===== config.mk =====
export PLATFORM = sky130hd
export DESIGN_NAME = utac_codec
export DESIGN_NICKNAME = d
export VERILOG_FILES = /design/src/hw/utac_pie_rx.v /design/src/hw/utac_codec.v
export VERILOG_INCLUDE_DIRS = /design/src /design/src/include
export SDC_FILE = /design/constraint.sdc
export NUM_CORES = 1
export LEC_CHECK = 0
export BUFFER_PORTS_ARGS = -buffer_cell sky130_fd_sc_hd__buf_2
export CORE_ASPECT_RATIO = 0.75
export CORE_MARGIN = 2
export CORE_UTILIZATION = 56
export CTS_CLUSTER_DIAMETER = 200
export DETAILED_ROUTE_END_ITERATION = 10
export GPL_TIMING_DRIVEN = 0
export PLACE_DENSITY = 0.81
export SYNTH_ARGS = -nofsm -noshare
export SYNTH_HDL_FRONTEND = slang
export SYNTH_HIERARCHICAL = 1
export SYNTH_SLANG_ARGS = --single-unit

===== constraint.sdc =====
create_clock -name ref_clk -period 3.05 [get_ports ref_clk]
set_clock_uncertainty 0.05 [all_clocks]
set_input_delay 0.1525 -clock ref_clk [delete_from_list [all_inputs] [get_ports ref_clk]]
set_output_delay 0.1525 -clock ref_clk [all_outputs]
set_load 0.02 [all_outputs]

===== src/include/utac_defs.vh =====
// Constants for the tag air-link coder: timing limits, preambles, widths.
// Assumes a 20 MHz reference clock; included by bare name.
`ifndef UTAC_DEFS_VH
`define UTAC_DEFS_VH

// ****************************************************************
// Clock and forward-link timing
// ****************************************************************
`define UTAC_CLK_PERIOD_NS 50
`define UTAC_TARI_MIN_NS 6250
`define UTAC_TARI_MAX_NS 25000
`define UTAC_TARI_MIN_CYC ((`UTAC_TARI_MIN_NS + `UTAC_CLK_PERIOD_NS - 1) / `UTAC_CLK_PERIOD_NS)
`define UTAC_TARI_MAX_CYC (`UTAC_TARI_MAX_NS / `UTAC_CLK_PERIOD_NS)
`define UTAC_CNT_W 13
`define UTAC_CNT_MAX 13'h1FFF

// ****************************************************************
// Return link
// ****************************************************************
`define UTAC_WORD_W 16
`define UTAC_HALF_W 9
`define UTAC_HALF_MIN 9'h002
`define UTAC_TRCAL_SHIFT 4
`define UTAC_T2_MIN_TPRI 3
`define UTAC_T2_MAX_TPRI 20
`define UTAC_PRE_W 22
`define UTAC_FM0_PRE 6'h29
`define UTAC_MIL_PRE 6'h17
`define UTAC_FM0_PILOT 5'h0C
`define UTAC_MIL_PILOT_SHORT 5'h04
`define UTAC_MIL_PILOT_LONG 5'h10
`define UTAC_FM0_VIOL_LEFT 5'h02
`define UTAC_MODE_FM0 2'h0

`endif


===== src/hw/utac_pie_rx.v =====
// Forward-link decoder: preamble / frame-sync calibration and PIE bits.
// Assumes rx_env is the demodulated envelope, synchronous to ref_clk, low = pulse.
`timescale 1ns/1ps
`default_nettype none
`include "utac_defs.vh"

module utac_pie_rx (
	input wire ref_clk,
	input wire reset_n,
	input wire rx_env,
	input wire rx_enable,
	output reg rx_bit,
	output reg rx_bit_valid,
	output reg rx_frame_start,
	output reg rx_preamble,
	output reg rx_cmd_end,
	output reg rx_tari_err,
	output reg [`UTAC_CNT_W-1:0] trcal_cnt
);

localparam S_IDLE = 3'h0;
localparam S_DELIM = 3'h1;
localparam S_DATA0 = 3'h2;
localparam S_RTCAL = 3'h3;
localparam S_CAL3 = 3'h4;
localparam S_BITS = 3'h5;

reg [2:0] state;
reg env_q;
reg [`UTAC_CNT_W-1:0] cnt;
reg [`UTAC_CNT_W-1:0] rtcal;
wire fall = env_q & ~rx_env;
wire rise = ~env_q & rx_env;
wire [`UTAC_CNT_W-1:0] pivot = {1'b0, rtcal[`UTAC_CNT_W-1:1]};
wire timeout = cnt > {rtcal[`UTAC_CNT_W-2:0], 1'b0};

// ****************************************************************
// Interval measurement and symbol classification
// ****************************************************************
// Intervals run fall to fall, so RTcal and TRcal are whole symbols; only the
// data-0 after the delimiter is timed from the rise. The pivot is half of RTcal
always @(posedge ref_clk or negedge reset_n) begin
	if (!reset_n) begin
		state <= S_IDLE;
		env_q <= 1'b1;
		cnt <= 13'h0000;
		rtcal <= 13'h0000;
		trcal_cnt <= 13'h0000;
		rx_bit <= 1'b0;
		rx_bit_valid <= 1'b0;
		rx_frame_start <= 1'b0;
		rx_preamble <= 1'b0;
		rx_cmd_end <= 1'b0;
		rx_tari_err <= 1'b0;
	end else begin
		env_q <= rx_env;
		rx_bit_valid <= 1'b0;
		rx_frame_start <= 1'b0;
		rx_cmd_end <= 1'b0;
		rx_tari_err <= 1'b0;
		if (fall || (rise && state == S_DELIM))
			cnt <= 13'h0001;
		else if (cnt != `UTAC_CNT_MAX)
			cnt <= cnt + 13'h0001;
		if (!rx_enable) begin
			state <= S_IDLE;
		end else begin
			case (state)
			S_IDLE: begin
				if (fall)
					state <= S_DELIM;
			end
			S_DELIM: begin
				if (rise)
					state <= S_DATA0;
				else if (cnt == `UTAC_CNT_MAX)
					state <= S_IDLE;
			end
			S_DATA0: begin
				// Data-0 length is Tari, only held to the allowed range; symbols use the RTcal pivot
				if (fall) begin
					if (cnt < `UTAC_TARI_MIN_CYC || cnt > `UTAC_TARI_MAX_CYC) begin
						rx_tari_err <= 1'b1;
						state <= S_IDLE;
					end else begin
						state <= S_RTCAL;
					end
				end else if (cnt == `UTAC_CNT_MAX) begin
					state <= S_IDLE;
				end
			end
			S_RTCAL: begin
				if (fall) begin
					rtcal <= cnt;
					state <= S_CAL3;
				end else if (cnt == `UTAC_CNT_MAX) begin
					state <= S_IDLE;
				end
			end
			S_CAL3: begin
				// Longer than RTcal means TRcal: a full preamble opening a round
				if (fall) begin
					rx_frame_start <= 1'b1;
					state <= S_BITS;
					if (cnt > rtcal) begin
						rx_preamble <= 1'b1;
						trcal_cnt <= cnt;
					end else begin
						rx_preamble <= 1'b0;
						rx_bit <= cnt >= pivot;
						rx_bit_valid <= 1'b1;
					end
				end else if (timeout) begin
					state <= S_IDLE;
				end
			end
			S_BITS: begin
				if (fall) begin
					rx_bit <= cnt >= pivot;
					rx_bit_valid <= 1'b1;
				end else if (env_q && timeout) begin
					rx_cmd_end <= 1'b1;
					state <= S_IDLE;
				end
			end
			default: state <= S_IDLE;
			endcase
		end
	end
end

endmodule // utac_pie_rx
`default_nettype wire


===== src/hw/utac_codec.v =====
// Air-link coder of a passive UHF tag: PIE receive, FM0 / Miller reply, T2.
// Assumes command logic outside decodes bits and supplies reply words.
//
// What this block does
// - Reply only after a complete interrogator command
// - Reply coded FM0 or Miller as commanded
// - Backscatter output has exactly two states
// - PIE symbols measured against half of RTcal
// - Preamble plus Query starts new round
// - FM0 inverts each boundary but the preamble violation, data-0 mid
// - FM0 preamble chosen by round TRext
// - Miller inverts mid data-1, between zeros
// - Miller preamble chosen by round TRext
// - Words sent MSB first, 16 bits
`timescale 1ns/1ps
`default_nettype none
`include "utac_defs.vh"

module utac_codec (
	input wire ref_clk,
	input wire reset_n,
	input wire rx_env,
	input wire round_load,
	input wire round_trext,
	input wire [1:0] round_mode,
	input wire tx_start,
	input wire tx_word_valid,
	input wire [`UTAC_WORD_W-1:0] tx_word,
	output wire rx_bit,
	output wire rx_bit_valid,
	output wire rx_frame_start,
	output wire rx_preamble,
	output wire rx_cmd_end,
	output wire rx_tari_err,
	output reg tx_word_take,
	output reg tx_busy,
	output reg bs_state,
	output reg t2_window
);

localparam P_IDLE = 3'h0;
localparam P_PRE = 3'h1;
localparam P_DATA = 3'h2;
localparam P_END = 3'h3;
localparam P_T2 = 3'h4;

reg [2:0] phase;
reg armed;
reg trext;
reg [1:0] mode;
reg [`UTAC_HALF_W-1:0] half_per;
reg [`UTAC_HALF_W-1:0] hcnt;
reg [4:0] sym_half;
reg [`UTAC_PRE_W-1:0] pre_sh;
reg [4:0] pre_left;
reg [`UTAC_WORD_W-1:0] word_sh;
reg [4:0] word_left;
reg cur_bit;
reg base;
reg sub;
reg [5:0] t2_cnt;
wire [`UTAC_CNT_W-1:0] trcal_cnt;
wire rx_enable = !tx_busy;

utac_pie_rx u_rx (
	.ref_clk(ref_clk),
	.reset_n(reset_n),
	.rx_env(rx_env),
	.rx_enable(rx_enable),
	.rx_bit(rx_bit),
	.rx_bit_valid(rx_bit_valid),
	.rx_frame_start(rx_frame_start),
	.rx_preamble(rx_preamble),
	.rx_cmd_end(rx_cmd_end),
	.rx_tari_err(rx_tari_err),
	.trcal_cnt(trcal_cnt)
);

// ****************************************************************
// Symbol timing and encoder next state
// ****************************************************************
// Half-periods per symbol: 2 for FM0, 2M for Miller
wire miller = mode != `UTAC_MODE_FM0;
wire [4:0] halves = miller ? (5'h02 << mode) : 5'h02;
wire half_en = (hcnt == 9'h000) && (phase == P_PRE || phase == P_DATA || phase == P_END
	|| phase == P_T2);
wire boundary = sym_half == 5'h00;
wire mid = sym_half == {1'b0, halves[4:1]};
wire sending = phase == P_PRE || phase == P_DATA;
wire need_word = phase == P_DATA && word_left == 5'h00;
wire take_word = boundary && need_word && tx_word_valid;
wire fm0_viol = !miller && phase == P_PRE && pre_left == `UTAC_FM0_VIOL_LEFT;
wire [`UTAC_CNT_W-1:0] trcal_half = trcal_cnt >> `UTAC_TRCAL_SHIFT;
reg nb;
reg next_base;
reg next_sub;

// Choose the next symbol and apply the inversions of the selected code
always @* begin
	nb = 1'b1;
	if (phase == P_PRE)
		nb = pre_sh[`UTAC_PRE_W-1];
	else if (take_word)
		nb = tx_word[`UTAC_WORD_W-1];
	else if (phase == P_DATA && !need_word)
		nb = word_sh[`UTAC_WORD_W-1];
	next_base = base;
	next_sub = miller ? ~sub : 1'b0;
	if (boundary && phase != P_T2) begin
		if (!miller)
			next_base = fm0_viol ? base : ~base;
		else if (!cur_bit && !nb)
			next_base = ~base;
	end else if (mid && phase != P_T2) begin
		if (!miller && !cur_bit)
			next_base = ~base;
		else if (miller && cur_bit)
			next_base = ~base;
	end
end

// ****************************************************************
// Round settings and reply permission
// ****************************************************************
// Query settings hold for the round; permission needs a finished command
always @(posedge ref_clk or negedge reset_n) begin
	if (!reset_n) begin
		trext <= 1'b0;
		mode <= `UTAC_MODE_FM0;
		armed <= 1'b0;
	end else begin
		if (round_load && rx_preamble) begin
			trext <= round_trext;
			mode <= round_mode;
		end
		if (rx_cmd_end)
			armed <= 1'b1;
		else if (rx_frame_start || (tx_start && phase == P_IDLE))
			armed <= 1'b0;
	end
end

// ****************************************************************
// Reply sequencer
// ****************************************************************
// Preamble, MSB-first words, dummy 1, then the T2 turnaround window
always @(posedge ref_clk or negedge reset_n) begin
	if (!reset_n) begin
		phase <= P_IDLE;
		half_per <= `UTAC_HALF_MIN;
		hcnt <= 9'h000;
		sym_half <= 5'h00;
		pre_sh <= 22'h000000;
		pre_left <= 5'h00;
		word_sh <= 16'h0000;
		word_left <= 5'h00;
		cur_bit <= 1'b1;
		base <= 1'b0;
		sub <= 1'b0;
		t2_cnt <= 6'h00;
		tx_word_take <= 1'b0;
		tx_busy <= 1'b0;
		bs_state <= 1'b0;
		t2_window <= 1'b0;
	end else begin
		tx_word_take <= 1'b0;
		if (phase != P_IDLE)
			hcnt <= half_en ? half_per - 9'h001 : hcnt - 9'h001;
		case (phase)
		P_IDLE, P_T2: begin
			if (tx_start && armed && phase == P_IDLE) begin
				// Link period latched once and held for the whole reply
				if (trcal_half[`UTAC_CNT_W-1:`UTAC_HALF_W] != 4'h0)
					half_per <= 9'h1FF;
				else if (trcal_half[`UTAC_HALF_W-1:0] < `UTAC_HALF_MIN)
					half_per <= `UTAC_HALF_MIN;
				else
					half_per <= trcal_half[`UTAC_HALF_W-1:0];
				hcnt <= 9'h000;
				sym_half <= 5'h00;
				cur_bit <= 1'b1;
				base <= 1'b0;
				sub <= 1'b0;
				word_left <= 5'h00;
				tx_busy <= 1'b1;
				phase <= P_PRE;
				if (mode == `UTAC_MODE_FM0) begin
					pre_sh <= {`UTAC_FM0_PRE, 16'h0000};
					pre_left <= trext ? 5'h06 + `UTAC_FM0_PILOT : 5'h06;
				end else begin
					pre_sh <= {`UTAC_MIL_PRE, 16'h0000};
					pre_left <= trext ? 5'h06 + `UTAC_MIL_PILOT_LONG
						: 5'h06 + `UTAC_MIL_PILOT_SHORT;
					if (trext)
						pre_sh <= {`UTAC_MIL_PRE, 16'h0000} >> `UTAC_MIL_PILOT_LONG;
					else
						pre_sh <= {`UTAC_MIL_PRE, 16'h0000} >> `UTAC_MIL_PILOT_SHORT;
				end
				if (mode == `UTAC_MODE_FM0 && trext)
					pre_sh <= {`UTAC_FM0_PRE, 16'h0000} >> `UTAC_FM0_PILOT;
			end else if (phase == P_T2) begin
				// Window counts half-periods: open from 3 to 20 Tpri
				if (rx_frame_start || t2_cnt == 2 * `UTAC_T2_MAX_TPRI) begin
					phase <= P_IDLE;
					t2_window <= 1'b0;
				end else if (half_en) begin
					t2_cnt <= t2_cnt + 6'h01;
					t2_window <= t2_cnt + 6'h01 >= 2 * `UTAC_T2_MIN_TPRI;
				end
			end
		end
		P_PRE, P_DATA, P_END: begin
			if (half_en) begin
				base <= next_base;
				sub <= next_sub;
				bs_state <= next_base ^ (miller & next_sub);
				sym_half <= (sym_half == halves - 5'h01) ? 5'h00 : sym_half + 5'h01;
				if (boundary) begin
					cur_bit <= nb;
					if (phase == P_END) begin
						// Dummy 1 done: stop modulating and open the turnaround
						phase <= P_T2;
						bs_state <= 1'b0;
						tx_busy <= 1'b0;
						t2_cnt <= 6'h00;
					end else if (phase == P_PRE) begin
						pre_sh <= {pre_sh[`UTAC_PRE_W-2:0], 1'b0};
						pre_left <= pre_left - 5'h01;
						if (pre_left == 5'h01)
							phase <= P_DATA;
					end else if (take_word) begin
						word_sh <= {tx_word[`UTAC_WORD_W-2:0], 1'b0};
						word_left <= 5'h0F;
						tx_word_take <= 1'b1;
					end else if (need_word) begin
						phase <= P_END;
					end else begin
						word_sh <= {word_sh[`UTAC_WORD_W-2:0], 1'b0};
						word_left <= word_left - 5'h01;
					end
				end
			end
		end
		default: phase <= P_IDLE;
		endcase
		if (!sending && phase != P_END)
			bs_state <= 1'b0;
	end
end

endmodule // utac_codec
`default_nettype wire


# ---- After elaboration in Yosys (flattened, before gate mapping)
# Index checks and enable logic that the tools add are counted.
# Widths: inputs -> output; s select.
dict set report op_classes {
  n_addsub 9
  n_mul 0
  div 0
  n_lt_le_gt_ge 7
  eq_ne 43
  shift 1
  mux 129
  bitwise 12
  n_reduce_logical 65
}
# cell count
set op_table {}
lappend op_table {{$mux 22} 7}
lappend op_table {{$mux 5} 18}
lappend op_table {{$mux 3} 20}
lappend op_table {{$mux 1} 53}
lappend op_table {{$mux 9} 5}
lappend op_table {{$pmux 22 s2} 1}
lappend op_table {{$mux 6} 7}
lappend op_table {{$mux 16} 2}
lappend op_table {{$pmux 5 s2} 3}
lappend op_table {{$gt 13x13->1} 2}
lappend op_table {{$mux 13} 2}
lappend op_table {{$ne 2x2->1 const B} 12}
lappend op_table {{$logic_and 1x1->1} 20}
lappend op_table {{$pmux 3 s6} 1}
lappend op_table {{$sub 9x1->9 const B} 2}
lappend op_table {{$mux 17} 1}
lappend op_table {{$reduce_and 4->1} 4}
lappend op_table {{$reduce_bool 2->1} 8}
lappend op_table {{$ne 3x3->1 const B} 5}
lappend op_table {{$sub 5x1->5 const B} 3}
lappend op_table {{$reduce_and 7->1} 2}
lappend op_table {{$add 13x1->13 const B} 1}
lappend op_table {{$eq 13x13->1 const B} 1}
lappend op_table {{$ge 13x12->1} 1}
lappend op_table {{42 further kinds} 85}
dict set report word_totals {
  ff_bits 140
  latch_bits 0
  ram_bits 0
  rom_bits 0
  input_bits 25
  output_inout_bits 10
  n_memories 0
}

# ---- Longest topological paths before layout
dict set report logic_depth {
  depth_word 18
  mapped_depth 14
  ltp_nobuf 11
}

# ---- By module
# The synthesis kept the hierarchy.
# mod n_inst cells_each area_per_inst_um2 seq_area_each_um2
set modules_own_cells {}
lappend modules_own_cells {utac_codec 1 500 4808.4 2254.7}
lappend modules_own_cells {utac_pie_rx 1 302 3000.4 1227.4}

# ---- Worst setup path before layout
# Ideal clock, no wire load.
dict set report synth_path {
  path_type {reg2reg}
  start {reg phase[2]}
  end {reg hcnt[8]}
  setup_ps 135
  arrival_ps 2896
  path_slack_ps -31
  stages_incl_launch_ff 15
  path_buffers 3
  cell_sequence {dfrtp_1 -> buf_2 -> or3_1 -> and2_1 -> and2_1 -> buf_2 -> clkbuf_1 -> a21oi_1 -> ha_1 -> nand2b_1 -> or4_1 -> a31oi_1 -> o211ai_1 -> xnor2_1 -> nor2_1}
}
dict set report synth_between {
  elab_chain_cells 9
}
# element line
set synth_lines {}
lappend synth_lines {{from (decl)} utac_codec.v:47} ;# reg [2:0] phase;
lappend synth_lines {{from (signal assigned)} utac_codec.v:149} ;# phase <= P_IDLE;
lappend synth_lines {{from (signal assigned)} utac_codec.v:186} ;# phase <= P_PRE;
lappend synth_lines {{from (signal assigned)} utac_codec.v:204} ;# phase <= P_IDLE;
lappend synth_lines {{$eq 3x1->1 or $eq 3x2->1 (tied branches)} utac_codec.v:85} ;# wire half_en = (hcnt == 9'h000) && (phase == P_PRE || phase == P_DATA || phase == P_END
lappend synth_lines {{$logic_or 1x1->1 (2 in a row)} utac_codec.v:85}
lappend synth_lines {{$logic_or 1x1->1} utac_codec.v:86} ;# || phase == P_T2);
lappend synth_lines {{$logic_and 1x1->1} utac_codec.v:85}
lappend synth_lines {{$mux 9} utac_codec.v:168} ;# hcnt <= half_en ? half_per - 9'h001 : hcnt - 9'h001;
lappend synth_lines {{$mux 9} utac_codec.v:167} ;# if (phase != P_IDLE)
lappend synth_lines {{$mux 9} utac_codec.v:171} ;# if (tx_start && armed && phase == P_IDLE) begin
lappend synth_lines {{$mux 9 (*)} utac_codec.v:169} ;# case (phase)
lappend synth_lines {{to (signal assigned)} utac_codec.v:168}
lappend synth_lines {{to (decl)} utac_codec.v:52} ;# reg [`UTAC_HALF_W-1:0] hcnt;
# Every way passes the cells marked *; elsewhere a longest branch is shown, timed or not.
# A chain may end at the register's enable or synchronous reset.

# ---- Final worst setup path
# Ends and elaborated chain as after synthesis.

==> results by group <==
Die
  – Initial Util: 58.2%
  – Die Y: 105 µm
  – Row count: 36
  – Die Area: 14600 µm²
  – Die W: 139 µm
  – I/O Pins: 35
  – Core area: 13200 µm²

STA
  – Unrepaired setup endpoints after global routing: true
  – Slew @ Worst Pin: between 800 and 900 ps
  – Final Cycle Share: 96.6%
  – Final hold slack: 50.5 ps
  – Slew headroom: about two fifths
  – Achievable frequency: 339 MHz
  – Final worst setup slack: between 100 and 150 ps
  – Max Slew Vio Count: 0
  – Final TNS setup: 0 ps
  – Post-route minimum period: 2950 ps
  – Final Hold Fails: 0
  – # setup viols final: 0

Critical path
  – Critical-path top delay cell: or4_4
  – Required @ worst endpoint: roughly 3300 ps
  – Crit end category: flop
  – Crit path max-delay family: simple AND/OR/NAND/NOR gates
  – Crit path DAT: 3190 ps
  – Cell Chain, Critical Path: buf_2 > or3_4 > and2_4 > and2_1 > buf_6 > a21oi_4 > ha_4 > nand2b_4 > or4_4 > a31oi_4 > o211ai_1 > xnor2_1 > nor2_1
  – R2R cell count: 13
  – Startpoint types: flop
  – Critical Path Stages: 13
  – Slowest Stage Delay on Critical Path: about 440 ps
  – Bufs and invs on worst path: 2
  – Setup CP Type: flop to flop
  – Crit path max fanout: 15

Route
  – Wire per inst: 17.2 µm
  – Vias per cell: 6.11
  – DRC: 0
  – Via count: around 6400
  – Post-route ant nets: 0
  – WL final: 18.1 mm
  – Starting DRT DRC Count: between 600 and 700
  – First-pass DRT Iterations: 5

Synthesis
  – Mapped cell area: 7650 µm²
  – Ys Warns: 6
  – Synthesized instance count: 794
  – Synth Net Count: 873
  – Mean Syn Cell Area: 9.63 µm²

Clock tree
  – Clk_lat worst skew: 430 ps
  – H-Tree Depth: 4
  – Clock sinks: between 100 and 150
  – CTS tree: built
  – Worst-path clk slew: 70 ps
  – Root buf cell: clkbuf_16
  – Clk buf depth: 2
  – CTS buffer count: 17

Layout
  – FF/Latch Area: 3380 µm²
  – Fillers: ~1000
  – Commonest non-fill, non-tap cell in the layout: dfrtp_1
  – Final nets: 947
  – Fraction of layout cells with a size suffix above 1: 13.7%
  – Multi-input gate area: 4060 µm²
  – Post-route cell area: 8960 µm²
  – Area grow syn2layout: 17.1%
  – ANT cells: 0
  – Commonest non-fill, non-tap cells in the layout: dfrtp_1, nand2_1, o21ai_0
  – Cell Count, Final, Fillers Out: 1052

Flow run
  – Max cap viols: 0

Global routing
  – Initial antenna violation count: 0
  – First-pass GRT wire length: 30.4 mm
  – Gr usage total: 25.6%
  – Overflow after GRT: 0
  – Vias in the first global route: 6183
  – Pin count of the biggest net entering global routing: 95

Pwr
  – Clock power frac: 50.0%
  – Switching pwr: 1080 µW
  – Pwr per Cell Area: 473 nW/µm²
  – Worst ir drop on vdd: roughly 0.00046 V
  – Switching share of total power: between 20% and 30%
  – Sequential power share: 44.2%
  – Leakage power: between 0.004 and 0.005 µW
  – Combinational power share: 5.8%
  – Power Internal: 3160 µW

Place
  – I/O Buffers: 34
  – Placed cell area: 8070 µm²
  – Pre-CTS setup slack: -415 ps
  – DP Wirelength: approximately 12 mm
  – Cells after DPL: 1000
  – Routability cong.: 0.903

Run status
  – Status: complete, no violations

Min path
  – Hold crit path type: input pin to flop
  – Worst Hold Path Cells: 3
power by group through the flow:
| stage | combinational, µW | clock, µW | sequential (µW) |
|---|---|---|---|
| after floorplan | 128 | 0 | 1890 |
| after global placement | 207 | 0 | 1900 |
| after detailed placement | 220 | 0 | 1910 |
| after CTS | 245 | 2150 | 1870 |
| after global routing | 277 | 2250 | 1880 |
| final | 245 | 2120 | 1870 |
tightest hold or removal path: stages:
cell	delay (ps)
buf_2	110
a31oi_1	80
o21ai_0	150
through the flow:
step	power [µW]	util [%]
after floorplan	2020	-
after global placement	2110	61.1
after detailed placement	2130	61.4
after CTS	4270	67.8
after global routing	4410	68.1
final	4240	68.1
final timing paths:
check	startpoint	end	slack, ps
min reg2reg	word_sh[13]$_DFFE_PN0P_	word_sh[13]$_DFFE_PN0P_	430
min	tx_start	tx_busy$_DFFE_PN0P_	50
max reg2reg	phase[2]$_DFFE_PN0P_	hcnt[8]$_DFF_PN0_	100
min in group asynchronous	reset_n	u_rx/rx_bit_valid$_DFF_PN0_	170
max	phase[2]$_DFFE_PN0P_	hcnt[8]$_DFF_PN0_	100
max in group asynchronous	reset_n	u_rx/env_q$_DFF_PN1_	1980
timing repair:
item                                    in CTS  in global routing
hold buffers                                20                  0
resized for setup                           10                  6
hold endpoints to repair                    60                  0
buffers inserted                             0                  1
endpoints found under the setup margin       3                  3
sequential cells by signal (all words and copies together), names as in the netlist, 6 cells and up:
| signal | flops |
|---|---|
| hcnt | 9 |
| u_rx/rtcal | 13 |
| pre_sh | 22 |
| word_sh | 15 |
| u_rx/trcal_cnt | 9 |
| t2_cnt | 6 |
| half_per | 9 |
| u_rx/cnt | 13 |
final cells by class:
type,count,share of cell area [%]
Inverter,34,1.42
Multi-Input combinational cell,591,45.3
Timing Repair Buffer,56,4.59
Clock inverter,15,2.02
Sequential cell,135,37.7
Tap cell,171,2.39
Clock buffer,17,4.75
Buffer,33,1.80
routing by layer:
layer,routed length [µm],track usage [%],vias to the layer above
met5,0,0,-
met4,242,8.08,0
met3,1260,6.22,24
met2,7800,36.7,252
met1,8820,38.4,3106
li1,-,-,3047
Power figures use the tool's default switching activity.
